$ cat src/ibc_cfg.svh
// constants for the initialize command handler
`ifndef IBC_CFG_SVH
`define IBC_CFG_SVH
`define IBC_CMD_START 8'h01
`define IBC_RESP_START 8'h81
`define IBC_END_BYTE 8'h03
`define IBC_OPC_INIT 8'h50
`define IBC_RES_OK 8'h50
`define IBC_RES_ERR 8'hd0
`define IBC_CMD_LEN 16'h0003
`define IBC_RESP_LEN_H 8'h00
`define IBC_RESP_LEN_L 8'h0a
`define IBC_RESP_BYTES 4'd15
`define IBC_UNUSED 32'hffffffff
`define IBC_LC_SSD 8'h02
`define IBC_LC_NSD 8'h03
`define IBC_LC_DPL 8'h04
`define IBC_ST_OK 8'h00
`define IBC_ST_PACKET 8'hc1
`define IBC_ST_CHECKSUM 8'hc2
`define IBC_ST_ACCEPT 8'hc3
`define IBC_ST_PARAM 8'hc4
`define IBC_ST_PROTECT 8'hc5
`define IBC_ST_FLASH 8'he5
`define IBC_ST_HW 8'hc6
`define IBC_PV_BITS 140
`define IBC_PV_WORDS 5
`define IBC_PV_LAST_BITS 12
`define IBC_A_CTRL 12'h000
`define IBC_A_LCS 12'h004
`define IBC_A_STATUS 12'h008
`define IBC_A_PPV 12'h010
`define IBC_A_SPPV 12'h030
`define IBC_CTRL_INIT_DIS 0
`define IBC_CTRL_PROT_DIS 1
`define IBC_CTRL_ACC_LO 8
`define IBC_CTRL_ACC_HI 10
`define IBC_ACC_RST 3'h7
`define IBC_LCS_RST 8'h03
`endif

$ cat src/ibc_pkg.sv
// types for the initialize command handler
package ibc_pkg;
	typedef enum logic [2:0] {
		IBC_OP_BPS = 3'b000,
		IBC_OP_USER = 3'b001,
		IBC_OP_DATA = 3'b010,
		IBC_OP_CONFIG = 3'b011,
		IBC_OP_BOUNDARY = 3'b100,
		IBC_OP_LIFECYCLE = 3'b101
	} ibc_op_t;
	typedef enum logic [3:0] {
		IBC_RX_IDLE = 4'b0000,
		IBC_RX_LENH = 4'b0001,
		IBC_RX_LENL = 4'b0010,
		IBC_RX_DATA = 4'b0011,
		IBC_RX_SUM = 4'b0100,
		IBC_RX_END = 4'b0101,
		IBC_CHECK = 4'b0110,
		IBC_ERASE = 4'b0111,
		IBC_SEND = 4'b1000,
		IBC_HALT = 4'b1001
	} ibc_state_t;
	typedef struct packed {
		logic done;
		logic error;
		logic disclosed;
		logic [31:0] status;
		logic [31:0] addr;
	} ibc_flash_rsp_t;
	typedef struct packed {
		logic [7:0] result_code;
		logic [7:0] status_code;
		logic [31:0] status_details;
		logic [31:0] address;
	} ibc_resp_t;
endpackage : ibc_pkg
$ cat src/ibc_init_handler.sv
// initialize command handler: byte parser, checks, erase sequencer, response sender, apb registers
`timescale 1ns/100ps
`include "ibc_cfg.svh"
module ibc_init_handler (
	// apb clock and reset
	input wire logic pclk,
	input wire logic presetn,
	// apb slave
	input wire logic psel,
	input wire logic penable,
	input wire logic pwrite,
	input wire logic [11:0] paddr,
	input wire logic [31:0] pwdata,
	output logic [31:0] prdata,
	output logic pready,
	output logic pslverr,
	// command byte stream
	input wire logic rx_valid,
	input wire logic [7:0] rx_data,
	output logic rx_ready,
	// response byte stream
	output logic tx_valid,
	output logic [7:0] tx_data,
	input wire logic tx_ready,
	// flash sequencer
	output logic fl_req,
	output ibc_pkg::ibc_op_t fl_op,
	output logic fl_ignore_protection,
	input wire ibc_pkg::ibc_flash_rsp_t fl_rsp
);
	ibc_pkg::ibc_state_t state_q;
	logic [15:0] len_q;
	logic [15:0] cnt_q;
	logic [7:0] sum_q;
	logic [7:0] cmd_q;
	logic [7:0] src_q;
	logic [7:0] dst_q;
	logic sum_ok_q;
	logic end_ok_q;
	ibc_pkg::ibc_resp_t resp_q;
	logic [3:0] tx_idx_q;
	logic halt_after_q;
	logic tx_valid_q;
	logic [7:0] tx_data_q;
	logic rx_ready_q;
	logic fl_req_q;
	ibc_pkg::ibc_op_t fl_op_q;
	logic init_dis_q;
	logic prot_dis_q;
	logic [2:0] acc_mask_q;
	logic [7:0] lcs_q;
	logic [31:0] ppv_q [`IBC_PV_WORDS];
	logic [31:0] sppv_q [`IBC_PV_WORDS];
	logic [7:0] last_status_q;
	logic [7:0] last_result_q;
	logic [31:0] prdata_q;
	logic pready_q;
	logic pslverr_q;
	logic rx_take;
	logic tx_take;
	logic [7:0] sum_d;
	logic pv_all_ones;
	logic lc_valid;
	logic lc_accepted;
	logic apb_wr;
	logic [7:0] resp_sum;
	logic [7:0] tx_byte;

	assign rx_take = rx_valid && rx_ready_q;
	assign tx_take = tx_valid_q && tx_ready;
	assign sum_d = sum_q + rx_data;
	assign apb_wr = psel && penable && pready_q && pwrite;

	// a word-4 bit beyond the vector width never counts as protected
	always_comb begin
		pv_all_ones = 1'b1;
		for (int i = 0; i < `IBC_PV_WORDS; i++) begin
			for (int b = 0; b < 32; b++) begin
				if ((i * 32 + b) < `IBC_PV_BITS) begin
					if (!ppv_q[i][b] || !sppv_q[i][b]) begin
						pv_all_ones = 1'b0;
					end
				end
			end
		end
	end

	assign lc_valid = (lcs_q == `IBC_LC_SSD) || (lcs_q == `IBC_LC_NSD) || (lcs_q == `IBC_LC_DPL);

	always_comb begin
		lc_accepted = 1'b0;
		if (lcs_q == `IBC_LC_SSD) begin
			lc_accepted = acc_mask_q[0];
		end else if (lcs_q == `IBC_LC_NSD) begin
			lc_accepted = acc_mask_q[1];
		end else if (lcs_q == `IBC_LC_DPL) begin
			lc_accepted = acc_mask_q[2];
		end
	end

	// response sum makes all bytes from length high to sum add to zero
	always_comb begin
		logic [7:0] s;
		s = 8'h00;
		s = s + `IBC_RESP_LEN_H + `IBC_RESP_LEN_L + resp_q.result_code + resp_q.status_code;
		for (int k = 0; k < 4; k++) begin
			s = s + resp_q.status_details[k*8 +: 8] + resp_q.address[k*8 +: 8];
		end
		resp_sum = 8'h00 - s;
	end

	// fields go out most significant byte first
	always_comb begin
		case (tx_idx_q)
			4'h0: tx_byte = `IBC_RESP_START;
			4'h1: tx_byte = `IBC_RESP_LEN_H;
			4'h2: tx_byte = `IBC_RESP_LEN_L;
			4'h3: tx_byte = resp_q.result_code;
			4'h4: tx_byte = resp_q.status_code;
			4'h5: tx_byte = resp_q.status_details[31:24];
			4'h6: tx_byte = resp_q.status_details[23:16];
			4'h7: tx_byte = resp_q.status_details[15:8];
			4'h8: tx_byte = resp_q.status_details[7:0];
			4'h9: tx_byte = resp_q.address[31:24];
			4'ha: tx_byte = resp_q.address[23:16];
			4'hb: tx_byte = resp_q.address[15:8];
			4'hc: tx_byte = resp_q.address[7:0];
			4'hd: tx_byte = resp_sum;
			default: tx_byte = `IBC_END_BYTE;
		endcase
	end

	// main sequence: parse, check in priority order, erase, answer
	always_ff @(posedge pclk or negedge presetn) begin
		if (!presetn) begin
			state_q <= ibc_pkg::IBC_RX_IDLE;
			len_q <= 16'h0000;
			cnt_q <= 16'h0000;
			sum_q <= 8'h00;
			cmd_q <= 8'h00;
			src_q <= 8'h00;
			dst_q <= 8'h00;
			sum_ok_q <= 1'b0;
			end_ok_q <= 1'b0;
			resp_q <= '0;
			halt_after_q <= 1'b0;
			fl_req_q <= 1'b0;
			fl_op_q <= ibc_pkg::IBC_OP_BPS;
		end else begin
			case (state_q)
				ibc_pkg::IBC_RX_IDLE: begin
					if (rx_take && rx_data == `IBC_CMD_START) begin
						state_q <= ibc_pkg::IBC_RX_LENH;
						sum_q <= 8'h00;
					end
				end
				ibc_pkg::IBC_RX_LENH: begin
					if (rx_take) begin
						len_q[15:8] <= rx_data;
						sum_q <= sum_d;
						state_q <= ibc_pkg::IBC_RX_LENL;
					end
				end
				ibc_pkg::IBC_RX_LENL: begin
					if (rx_take) begin
						len_q[7:0] <= rx_data;
						sum_q <= sum_d;
						cnt_q <= 16'h0000;
						cmd_q <= 8'h00;
						if ({len_q[15:8], rx_data} == 16'h0000) begin
							state_q <= ibc_pkg::IBC_RX_SUM;
						end else begin
							state_q <= ibc_pkg::IBC_RX_DATA;
						end
					end
				end
				ibc_pkg::IBC_RX_DATA: begin
					if (rx_take) begin
						sum_q <= sum_d;
						cnt_q <= cnt_q + 16'h0001;
						if (cnt_q == 16'h0000) begin
							cmd_q <= rx_data;
						end else if (cnt_q == 16'h0001) begin
							src_q <= rx_data;
						end else if (cnt_q == 16'h0002) begin
							dst_q <= rx_data;
						end
						if (cnt_q + 16'h0001 == len_q) begin
							state_q <= ibc_pkg::IBC_RX_SUM;
						end
					end
				end
				ibc_pkg::IBC_RX_SUM: begin
					if (rx_take) begin
						sum_ok_q <= (sum_d == 8'h00);
						state_q <= ibc_pkg::IBC_RX_END;
					end
				end
				ibc_pkg::IBC_RX_END: begin
					if (rx_take) begin
						end_ok_q <= (rx_data == `IBC_END_BYTE);
						state_q <= ibc_pkg::IBC_CHECK;
					end
				end
				ibc_pkg::IBC_CHECK: begin
					resp_q.result_code <= `IBC_RES_ERR;
					resp_q.status_details <= `IBC_UNUSED;
					resp_q.address <= `IBC_UNUSED;
					state_q <= ibc_pkg::IBC_SEND;
					// first failing condition wins; nothing touches flash before erase
					if (!end_ok_q) begin
						resp_q.status_code <= `IBC_ST_PACKET;
					end else if (!sum_ok_q) begin
						resp_q.status_code <= `IBC_ST_CHECKSUM;
					end else if (len_q == 16'h0000) begin
						resp_q.status_code <= `IBC_ST_PACKET;
					end else if (cmd_q != `IBC_OPC_INIT) begin
						state_q <= ibc_pkg::IBC_RX_IDLE; // another handler owns it
					end else if (len_q != `IBC_CMD_LEN) begin
						resp_q.status_code <= `IBC_ST_PACKET;
					end else if (!lc_valid) begin
						resp_q.status_code <= `IBC_ST_HW;
						halt_after_q <= 1'b1;
					end else if (!lc_accepted) begin
						resp_q.status_code <= `IBC_ST_ACCEPT;
					end else if (src_q != lcs_q) begin
						resp_q.status_code <= `IBC_ST_PARAM;
					end else if (dst_q != `IBC_LC_SSD) begin
						resp_q.status_code <= `IBC_ST_PARAM;
					end else if (init_dis_q || !pv_all_ones || !prot_dis_q) begin
						resp_q.status_code <= `IBC_ST_PROTECT;
					end else begin
						state_q <= ibc_pkg::IBC_ERASE;
						fl_req_q <= 1'b1;
						fl_op_q <= ibc_pkg::IBC_OP_BPS;
					end
				end
				ibc_pkg::IBC_ERASE: begin
					if (fl_rsp.done) begin
						if (fl_rsp.error) begin
							// every step fails the same way, only the address depends on disclosure
							fl_req_q <= 1'b0;
							resp_q.result_code <= `IBC_RES_ERR;
							resp_q.status_code <= `IBC_ST_FLASH;
							resp_q.status_details <= fl_rsp.status;
							resp_q.address <= fl_rsp.disclosed ? fl_rsp.addr : `IBC_UNUSED;
							state_q <= ibc_pkg::IBC_SEND;
						end else if (fl_op_q == ibc_pkg::IBC_OP_LIFECYCLE) begin
							fl_req_q <= 1'b0;
							resp_q.result_code <= `IBC_RES_OK;
							resp_q.status_code <= `IBC_ST_OK;
							resp_q.status_details <= `IBC_UNUSED;
							resp_q.address <= `IBC_UNUSED;
							halt_after_q <= 1'b1;
							state_q <= ibc_pkg::IBC_SEND;
						end else begin
							fl_op_q <= ibc_pkg::ibc_op_t'(fl_op_q + 3'b001);
						end
					end
				end
				ibc_pkg::IBC_SEND: begin
					if (tx_take && tx_idx_q == (`IBC_RESP_BYTES - 4'd1)) begin
						state_q <= halt_after_q ? ibc_pkg::IBC_HALT : ibc_pkg::IBC_RX_IDLE;
					end
				end
				ibc_pkg::IBC_HALT: begin
					state_q <= ibc_pkg::IBC_HALT;
				end
				default: begin
					state_q <= ibc_pkg::IBC_RX_IDLE;
				end
			endcase
		end
	end

	// bytes are only accepted while parsing
	always_ff @(posedge pclk or negedge presetn) begin
		if (!presetn) begin
			rx_ready_q <= 1'b0;
		end else begin
			rx_ready_q <= (state_q <= ibc_pkg::IBC_RX_END) && !(rx_take && state_q == ibc_pkg::IBC_RX_END);
		end
	end

	// response sender, one registered byte at a time
	always_ff @(posedge pclk or negedge presetn) begin
		if (!presetn) begin
			tx_idx_q <= 4'h0;
			tx_valid_q <= 1'b0;
			tx_data_q <= 8'h00;
		end else begin
			if (state_q != ibc_pkg::IBC_SEND) begin
				tx_idx_q <= 4'h0;
				tx_valid_q <= 1'b0;
			end else if (!tx_valid_q) begin
				tx_valid_q <= 1'b1;
				tx_data_q <= tx_byte;
			end else if (tx_take) begin
				tx_idx_q <= tx_idx_q + 4'h1;
				tx_valid_q <= 1'b0;
			end
		end
	end

	// lifecycle register: transition wins over a software write in the same cycle
	always_ff @(posedge pclk or negedge presetn) begin
		if (!presetn) begin
			lcs_q <= `IBC_LCS_RST;
		end else if (state_q == ibc_pkg::IBC_ERASE && fl_rsp.done && !fl_rsp.error &&
			fl_op_q == ibc_pkg::IBC_OP_LIFECYCLE) begin
			lcs_q <= `IBC_LC_SSD;
		end else if (apb_wr && paddr == `IBC_A_LCS) begin
			lcs_q <= pwdata[7:0];
		end
	end

	// control register
	always_ff @(posedge pclk or negedge presetn) begin
		if (!presetn) begin
			init_dis_q <= 1'b0;
			prot_dis_q <= 1'b1;
			acc_mask_q <= `IBC_ACC_RST;
		end else if (apb_wr && paddr == `IBC_A_CTRL) begin
			init_dis_q <= pwdata[`IBC_CTRL_INIT_DIS];
			prot_dis_q <= pwdata[`IBC_CTRL_PROT_DIS];
			acc_mask_q <= pwdata[`IBC_CTRL_ACC_HI:`IBC_CTRL_ACC_LO];
		end
	end

	// permanent protection vectors, bits above the width stay zero on read
	always_ff @(posedge pclk or negedge presetn) begin
		if (!presetn) begin
			for (int i = 0; i < `IBC_PV_WORDS; i++) begin
				ppv_q[i] <= `IBC_UNUSED;
				sppv_q[i] <= `IBC_UNUSED;
			end
		end else if (apb_wr) begin
			for (int i = 0; i < `IBC_PV_WORDS; i++) begin
				if (paddr == `IBC_A_PPV + 12'(i * 4)) begin
					ppv_q[i] <= pwdata;
				end
				if (paddr == `IBC_A_SPPV + 12'(i * 4)) begin
					sppv_q[i] <= pwdata;
				end
			end
		end
	end

	// last answer, for software to inspect
	always_ff @(posedge pclk or negedge presetn) begin
		if (!presetn) begin
			last_status_q <= 8'h00;
			last_result_q <= 8'h00;
		end else if (tx_take && tx_idx_q == 4'h0) begin
			last_status_q <= resp_q.status_code;
			last_result_q <= resp_q.result_code;
		end
	end

	// apb: data is registered in the setup cycle, ready in the first access cycle
	always_ff @(posedge pclk or negedge presetn) begin
		if (!presetn) begin
			pready_q <= 1'b0;
			pslverr_q <= 1'b0;
			prdata_q <= 32'h00000000;
		end else begin
			pready_q <= psel && !penable;
			if (psel && !penable) begin
				pslverr_q <= 1'b0;
				prdata_q <= 32'h00000000;
				if (paddr == `IBC_A_CTRL) begin
					prdata_q[`IBC_CTRL_INIT_DIS] <= init_dis_q;
					prdata_q[`IBC_CTRL_PROT_DIS] <= prot_dis_q;
					prdata_q[`IBC_CTRL_ACC_HI:`IBC_CTRL_ACC_LO] <= acc_mask_q;
				end else if (paddr == `IBC_A_LCS) begin
					prdata_q[7:0] <= lcs_q;
				end else if (paddr == `IBC_A_STATUS) begin
					prdata_q <= {8'h00, last_result_q, 6'h00, state_q == ibc_pkg::IBC_HALT,
						state_q != ibc_pkg::IBC_RX_IDLE, last_status_q};
				end else if (paddr >= `IBC_A_PPV && paddr < `IBC_A_PPV + 12'h014 && paddr[1:0] == 2'b00) begin
					// word 0 sits where address bit 4 is set, so the index wraps like the secure one
					prdata_q <= ppv_q[3'(paddr[4:2] - 3'h4)];
					if (paddr[4:2] == 3'h0) begin
						prdata_q <= {20'h00000, ppv_q[4][`IBC_PV_LAST_BITS-1:0]};
					end
				end else if (paddr >= `IBC_A_SPPV && paddr < `IBC_A_SPPV + 12'h014 && paddr[1:0] == 2'b00) begin
					prdata_q <= sppv_q[3'(paddr[4:2] - 3'h4)];
					if (paddr[4:2] == 3'h0) begin
						prdata_q <= {20'h00000, sppv_q[4][`IBC_PV_LAST_BITS-1:0]};
					end
				end else begin
					pslverr_q <= 1'b1;
				end
			end
		end
	end

	assign prdata = prdata_q;
	assign pready = pready_q;
	assign pslverr = pslverr_q;
	assign rx_ready = rx_ready_q;
	assign tx_valid = tx_valid_q;
	assign tx_data = tx_data_q;
	assign fl_req = fl_req_q;
	assign fl_op = fl_op_q;
	assign fl_ignore_protection = fl_req_q;
endmodule : ibc_init_handler

$ cat config.mk
export PLATFORM = sky130hd
export DESIGN_NAME = ibc_init_handler
export DESIGN_NICKNAME = d
export VERILOG_FILES = /design/src/ibc_pkg.sv /design/src/ibc_init_handler.sv
export VERILOG_INCLUDE_DIRS = /design/src
export SDC_FILE = /design/constraint.sdc
export NUM_CORES = 1
export LEC_CHECK = 0
export CORE_UTILIZATION = 50
export DETAILED_ROUTE_END_ITERATION = 8
export DONT_BUFFER_PORTS = 1
export GPL_TIMING_DRIVEN = 0
export PLACE_DENSITY = 0.7
export SETUP_SLACK_MARGIN = 0.4
export SYNTH_ARGS = -nofsm -noshare
export SYNTH_HDL_FRONTEND = slang
export SYNTH_SLANG_ARGS = --single-unit
$ cat constraint.sdc
create_clock -name pclk -period 8.77 [get_ports pclk]
set_clock_uncertainty 0.2 [all_clocks]
set_input_delay 0.4385 -clock pclk [delete_from_list [all_inputs] [get_ports pclk]]
set_output_delay 0.4385 -clock pclk [all_outputs]
set_load 0.005 [all_outputs]
==> results of run 1 <==
[final timing paths]
check | from | end | slack, ns | cells after the start
max in group asynchronous | presetn | cnt_q[6]$_DFFE_PN0P_ | 7.03 | 0
worst min-delay path | presetn | resp_q[48]$_DFFE_PN0P_ | -0.69 | 0
worst min register to register | cmd_q[2]$_DFFE_PN0P_ | cmd_q[2]$_DFFE_PN0P_ | 0.28 | 2
worst max-delay path | resp_q[19]$_DFFE_PN0P_ | tx_data[7]$_DFFE_PN0P_ | 3.87 | 18
min in group pclk | rx_data[7] | sum_ok_q$_DFFE_PN0P_ | 0.02 | 3
worst max register to register | resp_q[19]$_DFFE_PN0P_ | tx_data[7]$_DFFE_PN0P_ | 3.87 | 18
[layout by cell type (no fill, tap or decap), types with 12 or more instances in the layout]
cell type and count:
buf_1 35, dfstp_2 286, nand3_1 33, clkbuf_16 52
mux2_2 323, clkbuf_8 12, nand4_1 152, nor2_1 178
clkbuf_1 107, or4_1 14, a31oi_1 12, nand2_1 165
dlygate4sd3_1 84, nor3_1 12, ha_1 34, mux2i_1 15
xnor2_1 35, a22o_1 23, buf_2 21, fa_1 44
a22oi_1 29, xor2_1 17, inv_1 77, nor4_1 56
dfrtp_1 208, o21ai_0 151, nand2b_1 15, o31ai_1 13
a21oi_1 116, mux4_2 52
[layout make-up]
| cell class | instances | area, um2 |
|---|---|---|
| clock inverters | 24 | 338 |
| inverters | 79 | 297 |
| plain buffers | 160 | 667 |
| multi-input cells | 1646 | 12900 |
| flip-flops and latches | 494 | 12700 |
| clock buffers | 72 | 1490 |
| repair buffers | 84 | 841 |
| diodes | 4 | 10.0 |
| fillers | 4402 | 22400 |
| well taps | 688 | 861 |
[power groups by stage]
stage | Clock [W] | Sequential [W] | Combinational (W)
after floorplan | 0 | 0.00272 | 0.00256
after global placement | 0 | 0.00282 | 0.00320
after detailed placement | 0 | 0.00283 | 0.00328
after CTS | 0.00238 | 0.00279 | 0.00336
after global routing | 0.00247 | 0.00282 | 0.00384
final | 0.00236 | 0.00280 | 0.00342
[cells by family after synthesis]
kind of cell	count (synthesis)	synth area share
and+or+nand+nor	693	0.132
AOI/OAI and AO/OA	432	0.101
DFF	494	0.478
buffers and inverters	239	0.0362
muxes	391	0.187
xor gates and xnor gates	52	0.0171
adders and majority gates	78	0.0491
[state kept, by name (all words and copies together) (netlist names), 5 cells and up]
signal / flops
ppv_q: 140
sppv_q: 140
resp_q: 71
prdata: 32
cnt_q: 16
len_q: 16
cmd_q: 8
dst_q: 8
lcs_q: 8
src_q: 8
sum_q: 8
tx_data: 8
last_status_q: 5
[metal layers]
metal / track usage / wire, um / up-vias
met4: 0.183 / 5780 / 0
met2: 0.546 / 42800 / 1418
met3: 0.0727 / 8790 / 378
met5: 0 / 0 / -
li1: - / - / 9051
met1: 0.437 / 34700 / 10900
[worst register-to-register path, stage by stage (launching register included)]
cell and delay, ns:
dfrtp_1 0.41, fa_1 0.54, inv_1 0.05, fa_1 0.50, inv_1 0.05, fa_1 0.52, inv_1 0.05, fa_1 0.47
inv_1 0.05, fa_1 0.47, inv_1 0.04, ha_1 0.30, nor2b_1 0.16, o21a_1 0.18, o21ai_0 0.27, nand2b_1 0.09
a21oi_1 0.18, xnor2_1 0.09, o31ai_1 0.19
[per-stage QoR]
stage               hold slack, ns  power (W)  instance area, um2  utilization
CTS                         -0.702    0.00853               30100        0.574
detailed placement         -0.0447    0.00611               27500        0.523
finish                      -0.691    0.00858               30200        0.574
global route                -0.698    0.00913               30200        0.574
global placement           -0.0470    0.00602               27500        0.523
floorplan                  -0.0571    0.00527               26600            -
==> results.md, run 1 <==
* # resized after CTS at 0
* Via Count at ~22k
* Peak supply drop at approximately 0.4 mV
* Startpoint class of the critical path: register
* DRT Pass-1 Iters at 6
* Layout area overhead at 13.3%
* Slew @ Worst Pin at 2.54 ns
* Layout cells sized above 1 at 0.310
* Synth warn at 0
* Gate count after technology mapping at 2379
* CTS clk-pin slew, worst paths at 0.07 ns
* Seq pwr share at 0.327
* Number of antenna violations at the first check in global routing at 3
* Failing checks: negative hold slack, max-slew violations
* Final nets at 2721
* Hold Path Class: in2async
* Min Hold Slack at -0.691 ns
* Final setup violation count at 0
* Critical path, cell by cell: fa_1 -> inv_1 -> fa_1 -> inv_1 -> fa_1 -> inv_1 -> fa_1 -> inv_1 -> fa_1 -> inv_1 -> ha_1 -> nor2b_1 -> o21a_1 -> o21ai_0 -> nand2b_1 -> a21oi_1 -> xnor2_1 -> o31ai_1
* Worst Path Required at 9.10 ns
* Sequential share of the synthesized area at 0.478
* Syn avg cell area at 11.2 um2
* Prevailing post-synth register cell: dfstp_2
* Initial Util at 0.506
* Mapped Nets at 2583
* CP top delay family: adder cells
* Via density at 6.68
* Post-route insts no fill at 3251
* Most frequent cell after synthesis: mux2_2
* Die Span X at 233 um
* CTS tree: built
* Final WL at around 92 mm
* RSZ-0062 raised after global routing: no
* Top cells by area, synth: dfstp_2 28%, dfrtp_1 20%, mux2_2 14%
* Hold_buf cts at 84
* Run status: finished, violations left
* Worst slack, placed at 3.90 ns
* Yosys cell types at about 80
* Sw Pwr at 0.00317 W
* Largest net degree at the start of global routing at a little under 500
* TritonCTS Sinks at 494
* Iteration-0 DRC Markers at between 2k and 3k
* Crit path kind: reg2reg
* Worst path slowest cell: fa_1
* Register bit total from synthesis at 494
* Dpl hpwl at 66.4 mm
* Worst relative slew slack at -0.691
* Total internal power at 0.00541 W
* DRC errors left at 0
* Final Max Slew Viols at 370
* Commonest cells in the netlist: 323 x mux2_2, 286 x dfstp_2, 208 x dfrtp_1
* Max frequency at 0.204 GHz
* Placeable Area at about 0.053 mm2
* CTS Buf Count at 52
* Net Sw Frac at 0.370
* CP bufs+invs at 5
* Power share of the combinational group at 0.398
* Clk_lat worst skew at 0.62 ns
* Critical Path AT at 5.23 ns
* Yosys top cell by area: dfstp_2
* Area share of the largest cell type after synthesis at 0.282
* Post-route ant nets at 0
* Per-cell routed wire length at 28.3 um
* Minimum clock period at around 4.9 ns
* GRT Total Usage at 0.342
* Count of buffers from port buffering at 0
* Critical Path End Type: register
* Total gr overflow at 0
* Pwr Density at 284 mW/mm2
* Die height at 233 um
* Max cap viols at 0
* Worst stage delay on the critical path at 0.54 ns
* First-pass GRT wire length at 138 mm
* Post-synth EDFFs at 0
* GPL Wtd Cong at 1.01
* Final Hold Vio Count at 208
* Post-Syn Area at 0.0266 mm2
* Clk Tree Root Cell: clkbuf_16
* Inst Count DP at a little over 3k
* Die area at 0.0542 mm2
* Longest Clk Path Bufs at 3
* I/O pin cnt at approximately 180
* Htree depth at 2
* Leakage at approximately 12 nW
* Num rows at 84
* Worst setup margin at 3.87 ns
* Final Cycle Share at 0.559
* FFs w/ async S/R, synth at 1.00
* Clock Power Share at 0.275
* Setup Fix Bufs, Post-CTS at 0
* TNS Setup at 0 ns
* Vias in the first global route at 21.7k
* CP Max Fanout at 3
Power figures use the tool's default switching activity.
==> run 2: changes to the inputs <==
- ABC_AREA: unset -> 1
- PLACE_DENSITY: 0.7 -> 0.73
- clock period: 8.77 -> 4.15 ns (I/O delays scaled with it)
==> run 2 against run 1 <==
Compared with the run above: combinational power grew to 4.6 times the previous value; final area down 0.54%; the flow finishes with violations (negative hold slack, max-slew violations, negative setup slack); sequential share of layout area grew 0.24 points; largest power group unchanged; critical path type unchanged.
==> results.md, run 2 <==
* Run status: finished, violations left
* Failing checks: negative hold slack, max-slew violations, negative setup slack
* RR Endpoint: tx_data[7]$_DFFE_PN0P_
* Mapped Nets at about 3.3k
* Die height at about 230 um
* R2R depth at 23
* Top Registers: ppv_q x140, sppv_q x140, resp_q x71
* Worst Path Required at around 4.5 ns
* Iteration-0 DRC Markers at 2600
* Worst stage delay on the critical path at 0.54 ns
* Prevailing post-synth register cell: dfstp_2
* Count of buffers from port buffering at 0
* Post-route ant nets at 0
* Hold Path Class: in2async
* Commonest cells in the netlist: 834 x nand2_1, 439 x o21ai_0, 286 x dfstp_2
* Slew @ Worst Pin at 2.82 ns
* Via density at 5.98
* First-pass GRT wire length at 135 mm
* GRT Total Usage at 0.332
* Startpoint class of the critical path: register
* CTS Buf Count at 53
* Dpl hpwl at between 60 and 70 mm
* Total gr overflow at 0
* Top cells by area, synth: dfstp_2 29%, dfrtp_1 20%, nand2_1 12%
* Final setup violation count at 6
* Inst Count DP at 3728
* Critical path, cell by cell: fa_1 -> inv_1 -> fa_1 -> inv_1 -> fa_1 -> inv_1 -> fa_1 -> inv_1 -> fa_1 -> inv_2 -> ha_4 -> a21oi_2 -> nand2_2 -> nand2_1 -> nand2_1 -> a21oi_2 -> nand3b_1 -> nand2_1 -> nand2_1 -> nand3_2 -> nand2_4 -> nand2_2 -> nand2_1
* Largest net degree at the start of global routing at 495
* Global routing usage on met1 at 0.446
* CP bufs+invs at 5
* Yosys top cell by area: dfstp_2
* Worst slack, placed at -0.846 ns
* Met2 Track Usage GR at 0.510
* Fill count at 4386
* CP startpoint: resp_q[52]$_DFFE_PN0P_
* Die area at roughly 0.053 mm2
* Pwr Density at 908 mW/mm2
* Layout cells sized above 1 at 0.161
* Critical Path AT at 5.19 ns
* Critical Path End Type: register
* Per-cell routed wire length at 22.0 um
* Die Span X at 229 um
* Worst path slowest cell: fa_1
* CTS tree: built
* Peak supply drop at around 1.9 mV
* Clk_lat worst skew at ~0.62 ns
* TritonCTS Sinks at about 500
* Layout area overhead at 16.0%
* Final nets at 3442
* Leading cell type in the layout, fill and taps excluded: nand2_1
* Total Power at 0.0272 W
* Register bit total from synthesis at 494
* DRC errors left at 0
* Minimum clock period at 4.83 ns
* Vias in the first global route at 23.3k
* I/O pin cnt at 175
* Crit path kind: reg2reg
* Worst setup margin at -0.682 ns
* Leakage at about 12 nW
* Gate count after technology mapping at 3056
* Post-route insts no fill at 3958
* Initial Util at 0.511
* Area share of the largest cell type after synthesis at 0.291
* Final WL at 87.1 mm
* CTS clk-pin slew, worst paths at 0.07 ns
* RSZ-0062 raised after global routing: yes
* Max cap viols at 0
* Num rows at 82
* CP Max Fanout at 4
* Number of antenna violations at the first check in global routing at 4
* Routing usage on met3 at 0.0754
* Placeable Area at 0.0506 mm2
* R2r setup slk at -0.68 ns
* Sequential share of the synthesized area at 0.492
* Post-synth EDFFs at 0
* Htree depth at 2
* FFs w/ async S/R, synth at 1.00
* Clk Tree Root Cell: clkbuf_16
* Final Hold Vio Count at 300
* Worst relative slew slack at -0.881
* GPL Wtd Cong at 0.978
* Area taken by multi-input logic gates at 0.0115 mm2
* Gr busiest metal: met2
* Min Hold Slack at -0.751 ns
* DRT Pass-1 Iters at 8
* CP top delay family: adder cells
* Final Cycle Share at 1.16
* Via Count at 23.7k
* Seq. cell area at 0.0127 mm2
* Final Max Slew Viols at 350
* Synth warn at 0
* Yosys cell types at slightly above 60
* Max frequency at a little over 0.2 GHz
* Hold_buf cts at between 100 and 150
* Post-Syn Area at 0.0258 mm2
* Most frequent cell after synthesis: nand2_1
* Longest Clk Path Bufs at 3
* Worst flop-to-flop path startpoint: resp_q[52]$_DFFE_PN0P_
* Most frequent cells in the layout: 831 x nand2_1, 436 x o21ai_0, 286 x dfstp_2
* Syn avg cell area at between 8 and 9 um2
==> run 2: cell types whose count changed in the layout (fill, tap and decap cells not counted), moves of 69 or more <==
cell	delta
o21ai_0	+285
inv_1	+173
o22ai_1	+74
a21oi_1	-69
nand2_1	+666
o21ai_1	+70
mux2_2	-319
nand4_1	-106
==> run 2: area by class of cell <==
class	count	share of cell area
Antenna cell	3	0.000250
Buffer	139	0.0219
Clock buffer	72	0.0516
Clock inverter	28	0.0124
Inverter	277	0.0347
Multi-Input combinational cell	2146	0.385
Sequential cell	494	0.424
Tap cell	672	0.0280
Timing Repair Buffer	127	0.0419
==> run 2: metal layers <==
metal | up-vias | wire length, um | share of wire
met2 | 1277 | 38800 | 0.45
met5 | - | 12 | 0.00014
met3 | 246 | 8270 | 0.095
li1 | 10600 | - | -
met1 | 11600 | 35800 | 0.41
met4 | 2 | 4240 | 0.049
==> run 2: cells by family (layout without fill, tap and decap cells) <==
| kind of cell | count (synthesis) | after routing | synth area share |
|---|---|---|---|
| xor+xnor | 39 | 39 | 0.0159 |
| mux | 4 | 4 | 0.00174 |
| flops | 494 | 494 | 0.492 |
| fa+ha+maj | 78 | 78 | 0.0505 |
| buf+inv | 416 | 643 | 0.0657 |
| compound gates | 771 | 771 | 0.171 |
| simple gates | 1254 | 1254 | 0.203 |
| other cells | 0 | 3 | 0 |
==> run 2: power by group <==
part           total (W)  switching [W]  internal [W]
Combinational     0.0158        0.00876       0.00707
Clock            0.00518        0.00211       0.00307
Sequential       0.00622       0.000734       0.00549
Total             0.0272         0.0116        0.0156
==> run 2: repair_timing <==
item,CTS,global route
hold endpoints to repair,921,494
setup endpoints to repair,7,7
pin swaps,23,10
buffers inserted,6,0
resized for setup,23,5
==> run 2: worst max path at each step <==
| stage | end | slack, ns | cells past startpoint |
|---|---|---|---|
| 5_1_grt | tx_data[7]$_DFFE_PN0P_ | -0.89 | 23 |
| 6_report | tx_data[7]$_DFFE_PN0P_ | -0.68 | 23 |
| 4_1_cts | tx_data[7]$_DFFE_PN0P_ | -0.69 | 23 |
| 3_3_place_gp | tx_data[7]$_DFFE_PN0P_ | -0.81 | 23 |
| 2_1_floorplan | tx_data[7]$_DFFE_PN0P_ | -0.38 | 23 |
| 3_5_place_dp | tx_data[7]$_DFFE_PN0P_ | -0.85 | 23 |
==> run 2: through the flow <==
step / hold slack, ns / instance area, um2 / TNS (ns) / utilization
2_1_floorplan: -0.288 / 25900 / -1.28 / -
3_3_place_gp: -0.237 / 26700 / -3.70 / 0.528
3_5_place_dp: -0.246 / 26700 / -3.94 / 0.528
4_1_cts: -0.905 / 30000 / -3.50 / 0.593
5_1_grt: -0.823 / 30000 / -4.41 / 0.593
6_report: -0.751 / 30000 / -3.45 / 0.593
